**config.mk**
```make
export PLATFORM = sky130hd
export DESIGN_NAME = lcsb_top
export DESIGN_NICKNAME = d
export VERILOG_FILES = /design/src/hdl/lcsb_pkg.sv /design/src/hdl/lcsb_top.sv
export SDC_FILE = /design/constraint.sdc
export NUM_CORES = 1
export LEC_CHECK = 0
export BUFFER_PORTS_ARGS = -buffer_cell sky130_fd_sc_hd__buf_2
export CORE_AREA = 2 2 280 282
export CTS_BUF_LIST = sky130_fd_sc_hd__clkbuf_8 sky130_fd_sc_hd__clkbuf_16
export CTS_CLUSTER_DIAMETER = 100
export DETAILED_ROUTE_END_ITERATION = 16
export DIE_AREA = 0 0 282 284
export MAX_ROUTING_LAYER = met4
export SYNTH_ARGS = -nofsm -noshare
export SYNTH_HDL_FRONTEND = slang
export SYNTH_SLANG_ARGS = --single-unit
```
**constraint.sdc**
```tcl
create_clock -name ref_clk_i -period 2.8 [get_ports ref_clk_i]
set_input_delay 0.28 -clock ref_clk_i [delete_from_list [all_inputs] [get_ports ref_clk_i]]
set_output_delay 0.28 -clock ref_clk_i [all_outputs]
set_load 0.02 [all_outputs]
```
**src/hdl/lcsb_pkg.sv**
```systemverilog
// Package for the life-cycle and secure-boot block: constants and types
package lcsb_pkg;
    // OTP word map (word addresses)
    localparam int OTP_AW = 9;
    localparam logic [8:0] W_HUK_LO = 9'h000;
    localparam logic [8:0] W_MFR_FLAGS = 9'h010;
    localparam logic [8:0] W_BKP_ROOT = 9'h011;
    localparam logic [8:0] W_MAIN_ROOT = 9'h015;
    localparam logic [8:0] W_DEV_FLAGS = 9'h021;
    localparam logic [8:0] W_CFG_FLAGS = 9'h027;
    localparam logic [8:0] W_SECURE_TOP = 9'h02B;
    localparam logic [1:0] ROOT_WORDS_M1 = 2'h3;
    // Developer flag fields
    localparam int DEV_CNT_HI = 7;
    localparam int DEV_RMA_MAIN = 30;
    localparam int DEV_RMA_BKP = 31;
    // Register byte offsets
    localparam logic [7:0] A_CTRL = 8'h00;
    localparam logic [7:0] A_STATUS = 8'h04;
    localparam logic [7:0] A_OTP_ADDR = 8'h08;
    localparam logic [7:0] A_OTP_DATA = 8'h0C;
    localparam logic [7:0] A_IMG_INFO = 8'h10;
    // Control bits
    localparam int C_BOOT = 0;
    localparam int C_BACKUP = 1;
    localparam int C_PROV_DONE = 2;
    localparam int C_NO_AUTH = 3;
    localparam logic [31:0] CTRL_RST = 32'h0000_0000;
    // Chain and image limits, hash widths
    localparam logic [1:0] CHAIN_MIN = 2'h2;
    localparam logic [1:0] CHAIN_MAX = 2'h3;
    localparam logic [1:0] IMG_MAX = 2'h3;
    localparam int ROOT_W = 128;
    localparam int DIG_W = 256;

    typedef enum logic [1:0] {
        LCS_MFR = 2'h0,
        LCS_DEV = 2'h1,
        LCS_SEC = 2'h2,
        LCS_RMA = 2'h3
    } lcsb_state_type;

    typedef enum logic [3:0] {
        ST_RD_MFR = 4'h0,
        ST_RD_DEV = 4'h1,
        ST_IDLE = 4'h3,
        ST_RD_ROOT = 4'h2,
        ST_CERT = 4'h6,
        ST_IMG = 4'h7,
        ST_DONE = 4'h5,
        ST_FAIL = 4'h4,
        ST_CPU_RD = 4'hC
    } lcsb_fsm_type;

    typedef struct packed {
        logic valid;
        logic last;
        logic debug;
        logic sig_ok;
        logic [DIG_W-1:0] key_digest;
        logic [ROOT_W-1:0] next_hash;
    } lcsb_cert_type;

    typedef struct packed {
        logic valid;
        logic last;
        logic [31:0] load_addr;
        logic [31:0] flash_addr;
        logic [31:0] size;
    } lcsb_image_type;

    typedef struct packed {
        logic huk_random;
        logic code_key_valid;
        logic prov_key_valid;
    } lcsb_keypol_type;
endpackage

```
**src/hdl/lcsb_top.sv**
```systemverilog
// Life-cycle state decode, debug gating and certificate-chain boot control
`timescale 1ns/1ps
module lcsb_top (
    input wire logic ref_clk_i,
    input wire logic rst_i,
    input wire logic [7:0] addr_i,
    input wire logic [31:0] wdata_i,
    input wire logic wr_i,
    input wire logic rd_i,
    output logic [31:0] rdata_o,
    output logic otp_req_o,
    output logic [8:0] otp_addr_o,
    input wire logic [31:0] otp_rdata_i,
    input wire logic otp_ack_i,
    input wire lcsb_pkg::lcsb_cert_type cert_i,
    input wire lcsb_pkg::lcsb_image_type image_i,
    output lcsb_pkg::lcsb_image_type load_o,
    output logic exec_en_o,
    output logic uart_en_o,
    output logic jtag_en_o,
    output logic por_req_o,
    output lcsb_pkg::lcsb_keypol_type keypol_o,
    output lcsb_pkg::lcsb_state_type life_cycle_state_o
);
    lcsb_pkg::lcsb_fsm_type state_reg, state_next;
    lcsb_pkg::lcsb_state_type lcs_reg, lcs_next;
    logic [31:0] mfr_reg;
    logic [31:0] ctrl_reg;
    logic [127:0] root_reg;
    logic [127:0] saved_reg;
    logic [1:0] word_reg;
    logic [1:0] cert_cnt_reg;
    logic [1:0] img_cnt_reg;
    logic dbg_unlock_reg;
    logic dbg_chain_reg;
    logic boot_ok_reg;
    logic boot_fail_reg;
    logic cpu_deny_reg;
    logic cpu_pend_reg;
    logic [8:0] cpu_addr_reg;
    logic [31:0] cpu_data_reg;
    logic rma_reg;

    // Decode of the two flag words, used once after reset
    wire dev_low_zero = (otp_rdata_i[lcsb_pkg::DEV_CNT_HI:0] == 8'h00);
    wire mfr_zero = (mfr_reg == 32'h0000_0000);
    wire rma_flags = otp_rdata_i[lcsb_pkg::DEV_RMA_MAIN]
                   & otp_rdata_i[lcsb_pkg::DEV_RMA_BKP];
    wire dev_zero = (otp_rdata_i == 32'h0000_0000);
    lcsb_pkg::lcsb_state_type decoded;
    always_comb begin
        if (rma_flags) begin
            decoded = lcsb_pkg::LCS_RMA;
        end else if (mfr_zero && dev_zero) begin
            decoded = lcsb_pkg::LCS_MFR;
        end else if (mfr_zero) begin
            // Developer word set on blank maker word: treat as maker state
            decoded = lcsb_pkg::LCS_MFR;
        end else if (dev_low_zero) begin
            decoded = lcsb_pkg::LCS_DEV;
        end else begin
            decoded = lcsb_pkg::LCS_SEC;
        end
    end

    // Certificate checks
    wire [127:0] key_hash = cert_i.key_digest[255:128];
    wire [127:0] expect_hash = (cert_cnt_reg == 2'h0) ? root_reg
                                                      : saved_reg;
    wire hash_ok = (key_hash == expect_hash);
    wire cert_ok = hash_ok && cert_i.sig_ok;
    wire [1:0] chain_len = cert_cnt_reg + 2'h1;
    wire len_ok = (chain_len >= lcsb_pkg::CHAIN_MIN)
               && (chain_len <= lcsb_pkg::CHAIN_MAX);
    wire too_long = (chain_len == lcsb_pkg::CHAIN_MAX) && !cert_i.last;

    // Register bus decode
    wire sel_ctrl = (addr_i == lcsb_pkg::A_CTRL);
    wire sel_stat = (addr_i == lcsb_pkg::A_STATUS);
    wire sel_oadr = (addr_i == lcsb_pkg::A_OTP_ADDR);
    wire sel_odat = (addr_i == lcsb_pkg::A_OTP_DATA);
    wire sel_img = (addr_i == lcsb_pkg::A_IMG_INFO);
    wire boot_cmd = wr_i && sel_ctrl && wdata_i[lcsb_pkg::C_BOOT];
    wire prov_cmd = wr_i && sel_ctrl && wdata_i[lcsb_pkg::C_PROV_DONE];
    wire cpu_cmd = wr_i && sel_oadr;
    wire cpu_prot = (wdata_i[8:0] <= lcsb_pkg::W_SECURE_TOP);
    // Bypass only outside secure state; secure always authenticates
    wire no_auth = ctrl_reg[lcsb_pkg::C_NO_AUTH]
                && (lcs_reg != lcsb_pkg::LCS_SEC);
    wire [8:0] root_base = ctrl_reg[lcsb_pkg::C_BACKUP]
                         ? lcsb_pkg::W_BKP_ROOT : lcsb_pkg::W_MAIN_ROOT;
    wire [31:0] status_word = {20'h0, cpu_deny_reg, dbg_unlock_reg,
                               boot_fail_reg, boot_ok_reg,
                               state_reg, 2'h0, lcs_reg};
    logic [31:0] rd_mux;
    always_comb begin
        if (sel_ctrl) begin
            rd_mux = ctrl_reg;
        end else if (sel_stat) begin
            rd_mux = status_word;
        end else if (sel_oadr) begin
            rd_mux = {23'h0, cpu_addr_reg};
        end else if (sel_odat) begin
            rd_mux = cpu_data_reg;
        end else if (sel_img) begin
            rd_mux = {28'h0, cert_cnt_reg, img_cnt_reg};
        end else begin
            rd_mux = 32'h0000_0000;
        end
    end

    // Sequencer
    always_comb begin
        state_next = state_reg;
        lcs_next = lcs_reg;
        case (state_reg)
            lcsb_pkg::ST_RD_MFR: begin
                if (otp_ack_i) begin
                    state_next = lcsb_pkg::ST_RD_DEV;
                end
            end
            lcsb_pkg::ST_RD_DEV: begin
                if (otp_ack_i) begin
                    lcs_next = decoded;
                    state_next = lcsb_pkg::ST_IDLE;
                end
            end
            lcsb_pkg::ST_IDLE: begin
                if (boot_cmd && no_auth) begin
                    state_next = lcsb_pkg::ST_IMG;
                end else if (boot_cmd) begin
                    state_next = lcsb_pkg::ST_RD_ROOT;
                end else if (cpu_pend_reg) begin
                    state_next = lcsb_pkg::ST_CPU_RD;
                end
            end
            lcsb_pkg::ST_CPU_RD: begin
                if (otp_ack_i) begin
                    state_next = lcsb_pkg::ST_IDLE;
                end
            end
            lcsb_pkg::ST_RD_ROOT: begin
                if (otp_ack_i && word_reg == lcsb_pkg::ROOT_WORDS_M1) begin
                    state_next = lcsb_pkg::ST_CERT;
                end
            end
            lcsb_pkg::ST_CERT: begin
                if (cert_i.valid) begin
                    if (!cert_ok || too_long
                        || (cert_i.last && !len_ok)) begin
                        state_next = lcsb_pkg::ST_FAIL;
                    end else if (cert_i.last && dbg_chain_reg) begin
                        state_next = lcsb_pkg::ST_DONE;
                    end else if (cert_i.last) begin
                        state_next = lcsb_pkg::ST_IMG;
                    end
                end
            end
            lcsb_pkg::ST_IMG: begin
                if (image_i.valid && image_i.last) begin
                    state_next = lcsb_pkg::ST_DONE;
                end else if (image_i.valid
                             && img_cnt_reg == lcsb_pkg::IMG_MAX) begin
                    state_next = lcsb_pkg::ST_FAIL;
                end
            end
            lcsb_pkg::ST_DONE: begin
                if (boot_cmd) begin
                    state_next = lcsb_pkg::ST_RD_ROOT;
                end
            end
            lcsb_pkg::ST_FAIL: begin
                if (boot_cmd) begin
                    state_next = lcsb_pkg::ST_RD_ROOT;
                end
            end
            default: begin
                state_next = lcsb_pkg::ST_RD_MFR;
            end
        endcase
    end

    // OTP address for the next cycle
    logic [8:0] otp_addr_next;
    logic otp_req_next;
    always_comb begin
        otp_req_next = 1'b0;
        otp_addr_next = otp_addr_o;
        case (state_next)
            lcsb_pkg::ST_RD_MFR: begin
                otp_req_next = 1'b1;
                otp_addr_next = lcsb_pkg::W_MFR_FLAGS;
            end
            lcsb_pkg::ST_RD_DEV: begin
                otp_req_next = 1'b1;
                otp_addr_next = lcsb_pkg::W_DEV_FLAGS;
            end
            lcsb_pkg::ST_RD_ROOT: begin
                otp_req_next = 1'b1;
                if (state_reg != lcsb_pkg::ST_RD_ROOT) begin
                    otp_addr_next = root_base;
                end else if (otp_ack_i) begin
                    otp_addr_next = otp_addr_o + 9'h001;
                end
            end
            lcsb_pkg::ST_CPU_RD: begin
                otp_req_next = 1'b1;
                otp_addr_next = cpu_addr_reg;
            end
            default: begin
                otp_req_next = 1'b0;
            end
        endcase
        if (otp_ack_i && state_reg != state_next) begin
            otp_req_next = otp_req_next && (state_next
                           != lcsb_pkg::ST_IDLE);
        end
    end

    // State, decode and OTP port
    always_ff @(posedge ref_clk_i) begin
        if (rst_i) begin
            state_reg <= lcsb_pkg::ST_RD_MFR;
            lcs_reg <= lcsb_pkg::LCS_MFR;
            otp_req_o <= 1'b1;
            otp_addr_o <= lcsb_pkg::W_MFR_FLAGS;
            mfr_reg <= 32'h0000_0000;
        end else begin
            state_reg <= state_next;
            lcs_reg <= lcs_next;
            otp_req_o <= otp_req_next;
            otp_addr_o <= otp_addr_next;
            if (state_reg == lcsb_pkg::ST_RD_MFR && otp_ack_i) begin
                mfr_reg <= otp_rdata_i;
            end
        end
    end

    // Root hash, chain walk and debug unlock
    always_ff @(posedge ref_clk_i) begin
        if (rst_i) begin
            root_reg <= 128'h0;
            saved_reg <= 128'h0;
            word_reg <= 2'h0;
            cert_cnt_reg <= 2'h0;
            dbg_chain_reg <= 1'b0;
            dbg_unlock_reg <= 1'b0;
        end else begin
            if (state_next == lcsb_pkg::ST_RD_ROOT
                && state_reg != lcsb_pkg::ST_RD_ROOT) begin
                word_reg <= 2'h0;
                cert_cnt_reg <= 2'h0;
                dbg_chain_reg <= 1'b0;
            end else if (state_reg == lcsb_pkg::ST_RD_ROOT
                         && otp_ack_i) begin
                root_reg <= {otp_rdata_i, root_reg[127:32]};
                word_reg <= word_reg + 2'h1;
            end
            if (state_reg == lcsb_pkg::ST_CERT && cert_i.valid
                && cert_ok) begin
                if (!cert_i.last) begin
                    saved_reg <= cert_i.next_hash;
                    cert_cnt_reg <= chain_len;
                end
                if (cert_i.debug) begin
                    dbg_chain_reg <= 1'b1;
                end
                // Unlock only from a fully verified debug chain
                if (cert_i.last && len_ok && (cert_i.debug
                    || dbg_chain_reg)) begin
                    dbg_unlock_reg <= 1'b1;
                end
            end
        end
    end

    // Image walk and boot result
    always_ff @(posedge ref_clk_i) begin
        if (rst_i) begin
            img_cnt_reg <= 2'h0;
            load_o <= '0;
            boot_ok_reg <= 1'b0;
            boot_fail_reg <= 1'b0;
            exec_en_o <= 1'b0;
        end else begin
            load_o.valid <= 1'b0;
            if (boot_cmd) begin
                img_cnt_reg <= 2'h0;
                boot_ok_reg <= 1'b0;
                boot_fail_reg <= 1'b0;
                exec_en_o <= 1'b0;
            end else if (state_reg == lcsb_pkg::ST_IMG && image_i.valid
                         && img_cnt_reg != lcsb_pkg::IMG_MAX) begin
                load_o <= image_i;
                img_cnt_reg <= img_cnt_reg + 2'h1;
            end
            if (state_next == lcsb_pkg::ST_FAIL
                && state_reg != lcsb_pkg::ST_FAIL) begin
                boot_fail_reg <= 1'b1;
                exec_en_o <= 1'b0;
            end
            if (state_next == lcsb_pkg::ST_DONE
                && state_reg != lcsb_pkg::ST_DONE) begin
                boot_ok_reg <= 1'b1;
                // A chain with debug set before its last certificate loads no image, so nothing may run
                exec_en_o <= (state_reg == lcsb_pkg::ST_IMG);
            end
        end
    end

    // Software registers and the processor OTP window
    always_ff @(posedge ref_clk_i) begin
        if (rst_i) begin
            ctrl_reg <= lcsb_pkg::CTRL_RST;
            cpu_addr_reg <= 9'h000;
            cpu_data_reg <= 32'h0000_0000;
            cpu_deny_reg <= 1'b0;
            cpu_pend_reg <= 1'b0;
            rdata_o <= 32'h0000_0000;
            por_req_o <= 1'b0;
        end else begin
            rdata_o <= rd_i ? rd_mux : 32'h0000_0000;
            if (wr_i && sel_ctrl) begin
                ctrl_reg <= {wdata_i[31:3], 1'b0, wdata_i[1], 1'b0};
            end
            if (cpu_cmd) begin
                cpu_addr_reg <= wdata_i[8:0];
                cpu_deny_reg <= cpu_prot;
                cpu_pend_reg <= !cpu_prot;
                if (cpu_prot) begin
                    cpu_data_reg <= 32'h0000_0000;
                end
            end else if (state_reg == lcsb_pkg::ST_CPU_RD
                         && otp_ack_i) begin
                cpu_data_reg <= otp_rdata_i;
                cpu_pend_reg <= 1'b0;
            end
            // Reset request after provisioning; the system re-decodes
            por_req_o <= prov_cmd && (lcs_reg == lcsb_pkg::LCS_MFR
                        || lcs_reg == lcsb_pkg::LCS_DEV);
        end
    end

    // Debug gating and key policy from the decoded state; secure state opens debug on unlock
    always_ff @(posedge ref_clk_i) begin
        if (rst_i) begin
            uart_en_o <= 1'b0;
            jtag_en_o <= 1'b0;
            keypol_o <= '0;
            life_cycle_state_o <= lcsb_pkg::LCS_MFR;
            rma_reg <= 1'b0;
        end else begin
            life_cycle_state_o <= lcs_reg;
            rma_reg <= (lcs_reg == lcsb_pkg::LCS_RMA);
            case (lcs_reg)
                lcsb_pkg::LCS_MFR, lcsb_pkg::LCS_DEV: begin
                    uart_en_o <= (state_reg != lcsb_pkg::ST_RD_MFR)
                              && (state_reg != lcsb_pkg::ST_RD_DEV);
                    jtag_en_o <= (state_reg != lcsb_pkg::ST_RD_MFR)
                              && (state_reg != lcsb_pkg::ST_RD_DEV);
                end
                lcsb_pkg::LCS_SEC: begin
                    uart_en_o <= dbg_unlock_reg;
                    jtag_en_o <= dbg_unlock_reg;
                end
                default: begin
                    uart_en_o <= 1'b1;
                    jtag_en_o <= 1'b1;
                end
            endcase
            // Key engine draws a fresh random unique key when set
            keypol_o.huk_random <= rma_reg;
            keypol_o.code_key_valid <= !rma_reg;
            keypol_o.prov_key_valid <= !rma_reg;
        end
    end
endmodule // lcsb_top

```
==> flow_metrics.py <==
metrics = {
    "route": {
        "wirelength_um": 99000,
        "drtIter0Drc": 1920,
        "num_vias": 22846,
        "avgRoutedWirePerCell_um": 21.1,
        "viasPerCell": 4.88,
        "firstDrtPassIters": 5,
        "drc_errors": 0,
        "final_antenna_net_count": 0,
    },
    "logic_synthesis": {
        "synth_area_per_cell_um2": 8.52,
        "synthMuxAreaShare_pct": 12.1,
        "synth_simple_gate_area_share_pct": 18.9,
        "synth-xor-area-share_pct": 3.53,
        "synthArstFlopShare_pct": 0,
        "yosys_warnings": 0,
        "ys_seq_elements": 525,
        "syn-num-nets": 3133,
        "synth_compound_area_share_pct": 13.0,
        "synth_cell_types": 56,
        "synth.yosys.seq_area_share_pct": 48.1,
        "synth-adder-area-share_pct": 0.286,
        "synth_top_family_by_area": "simple AND/OR/NAND/NOR gates",
        "netlist_area_um2": 21800,
        "synth-edff-count": 0,
        "syn-instance-count": 2565,
        "ys.flop_type": "dfxtp_1",
    },
    "pwr": {
        "powerDensity_nw_per_um2": 544,
        "p_leak_nw": 13.9,
        "peakVddDrop_v": 0.000528,
        "total_power_w": 0.0183,
    },
    "clock_tree": {
        "cts_tree": "done",
        "clk_pin_slew_ns": 0.06,
        "cts_buffers": 59,
        "h-tree-depth": 2,
        "numClockSinks": 525,
        "cts_buffer_depth": 3,
        "clkLatencyLatePin_ns": 0.65,
        "ctsRootBufferMaster": "clkbuf_16",
    },
    "floorplanning": {
        "core_area_um2": 77000,
        "io_pins": 712,
        "fp.dieH_um": 284,
        "rows": 102,
        "die_w_um": 282,
        "initial_core_util_pct": 28.4,
        "die_area_um2": 80100,
    },
    "worst_setup_path": {
        "timing.rr.end": "otp_req_o",
        "setup.worst_path.start": "cert_cnt_reg[0]",
        "endpoint_kind": "register",
        "worstPathMaxFanout": 9,
        "cp_slowest_stage_delay_ns": 0.45,
        "reg2reg_slack_ns": -0.82,
        "crit_slowest_cell": "nor4_4",
        "required_ns": 3.33,
        "cp_data_arrival_time_ns": 4.16,
        "cp-start-kind": "register",
        "path_cells": "inv_2 > ha_4 > buf_12 > buf_6 > mux2i_2 > xnor2_1 > nor4_4 > nand4_1 > nor3_2 > buf_4 > nand3_4 > buf_4 > buf_12 > o31ai_4 > buf_6 > nand2_2 > a211o_1",
        "r2r_cells": 17,
        "worstPathBufferInverterCount": 7,
        "worstSetupPathType": "reg2reg",
        "r2r_start": "cert_cnt_reg[0]",
        "path_depth": 17,
        "path_delay_family": "buffers and inverters",
    },
    "cells_and_area": {
        "n_fill_cell": 7424,
        "layout_common_cells": "nand2_1 (672), buf_2 (582), dfxtp_1 (523)",
        "regArea_um2": 10500,
        "multi_input_area_um2": 11000,
        "final_common_cell": "nand2_1",
        "postLayoutCellArea_um2": 33700,
        "drive_gt1_share_pct": 28.0,
        "area_delta_synth_final_pct": 54.1,
        "final_nets": 4144,
    },
    "timing": {
        "period_share_pct": 129,
        "timing.final.ws_setup_ns": -0.822,
        "fin_skew_ns": 0.0440,
        "worstMarginPinSlew_ns": 0.998,
        "max_freq_ghz": 0.276,
        "post-route-min-period_ns": 3.62,
        "tns_ns": -106.04,
        "slew_headroom_pct": 33.5,
        "slew_viol_final": 0,
        "finalSetupViolCount": 143,
        "rsz0062_at_grt": "yes",
        "hold_violations": 0,
    },
    "place": {
        "dp_hpwl_um": 70800,
        "post-place-ws_ns": -1.39,
        "place_area_um2": 27000,
        "gp_congestion": 0.983,
        "port_buffers": 583,
    },
    "hold_path": {
        "hp-class": "in2reg",
        "hold_path_end": "dbg_unlock_reg",
        "hold_depth": 3,
        "hp-start": "cert_i[386]",
    },
    "job": {
        "max_cap_violations": 0,
    },
    "grt": {
        "grt_pass1_wl_um": 141000,
        "globalRouteTotalUtil_pct": 24.1,
        "grt.overflow.total": 0,
        "grt_pass1_vias": 22464,
        "antenna_found_initial": 19,
        "grt_max_degree": 163,
    },
    "outcome": {
        "violations": "setup timing",
        "outcome": "finished with violations",
    },
}
[cells in the mapped netlist, types with 4 or more instances]
library cell | number | area, um^2
nand4_1 | 13 | 81.3
o21ai_0 | 21 | 105
nand2_1 | 676 | 2540
a22oi_1 | 9 | 67.6
o2bb2ai_1 | 20 | 175
dfxtp_1 | 525 | 10500
a21oi_1 | 349 | 1750
xnor2_1 | 83 | 727
and3_1 | 12 | 75.1
buf_6 | 4 | 45.0
clkbuf_1 | 142 | 533
mux2i_1 | 257 | 2570
inv_1 | 13 | 48.8
a311oi_1 | 4 | 35.0
xor2_1 | 5 | 43.8
o31ai_1 | 4 | 30.0
o22ai_1 | 11 | 68.8
nor2b_1 | 5 | 31.3
a22o_1 | 37 | 324
nor4_1 | 45 | 282
and2_1 | 9 | 56.3
ha_1 | 5 | 62.6
nor3_1 | 16 | 80.1
mux2_2 | 7 | 78.8
buf_8 | 8 | 120
nor2_1 | 173 | 649
buf_4 | 13 | 97.6
a31oi_1 | 6 | 37.5
buf_2 | 9 | 45.0
nand3_1 | 43 | 215
[how the worst max path moves through the flow]
stage	to	slack, ns
after floorplan	saved_reg[65]	-0.09
after global placement	cert_cnt_reg[1]	-1.38
after detailed placement	saved_reg[72]	-1.39
after CTS	saved_reg[40]	-0.83
after global routing	saved_reg[57]	-0.93
final	otp_req_o	-0.82
[layer usage]
metal | up-vias | part of all wire (%) | GRT usage, %
met5 | - | 0 | -
met3 | 214 | 6.9 | 3.68
li1 | 10779 | - | -
met2 | 1071 | 48 | 39.9
met1 | 10782 | 40 | 28.8
met4 | 0 | 5.0 | 10.4
[tightest hold or removal path, cell delays in order]
cell	delay, ns
buf_2	0.18
o2111ai_2	0.14
a21oi_2	0.07
[metrics by stage]
stage | util (%) | std cells | hold WS (ns)
floorplan | - | 2565 | 0.379
global placement | 35.1 | 4201 | 0.439
detailed placement | 35.1 | 4201 | 0.443
CTS | 43.3 | 4656 | 0.0557
global route | 43.7 | 4681 | 0.0476
finish | 43.7 | 4681 | 0.0835
[cell families (layout without fill, tap and decap cells)]
family,count (synthesis),after routing
flip-flops,525,525
buffers and inverters,191,1253
AND/OR/NAND/NOR,1005,1005
AO/OA/AOI/OAI,487,487
other,0,14
XOR/XNOR,88,88
adder cells (fa/ha/maj),5,5
multiplexers,264,264
[final cells by class]
cell class / instances / area share [%]
clock buffer: 71 / 4.91
antenna: 14 / 0.104
inverter: 13 / 0.145
tap: 1040 / 3.87
multi-input combinational: 1849 / 32.6
sequential: 525 / 31.2
clock inverter: 41 / 1.74
timing repair buffer: 1128 / 25.4
[power breakdown]
part / total [W] / switching, W / internal [W]
registers: 0.00762 / 0.0000669 / 0.00755
logic: 0.00183 / 0.000985 / 0.000843
clock network: 0.00886 / 0.00344 / 0.00542
[timing repair]
item | CTS | global route
endpoints found under the hold margin | 355 | 0
pin swaps | 31 | 30
gates resized for setup | 94 | 55
setup buffers | 21 | 16
hold buffers | 317 | 0
endpoints found under the setup margin | 143 | 149
gates cloned | 7 | 4
(Power assumes the default switching activity.)
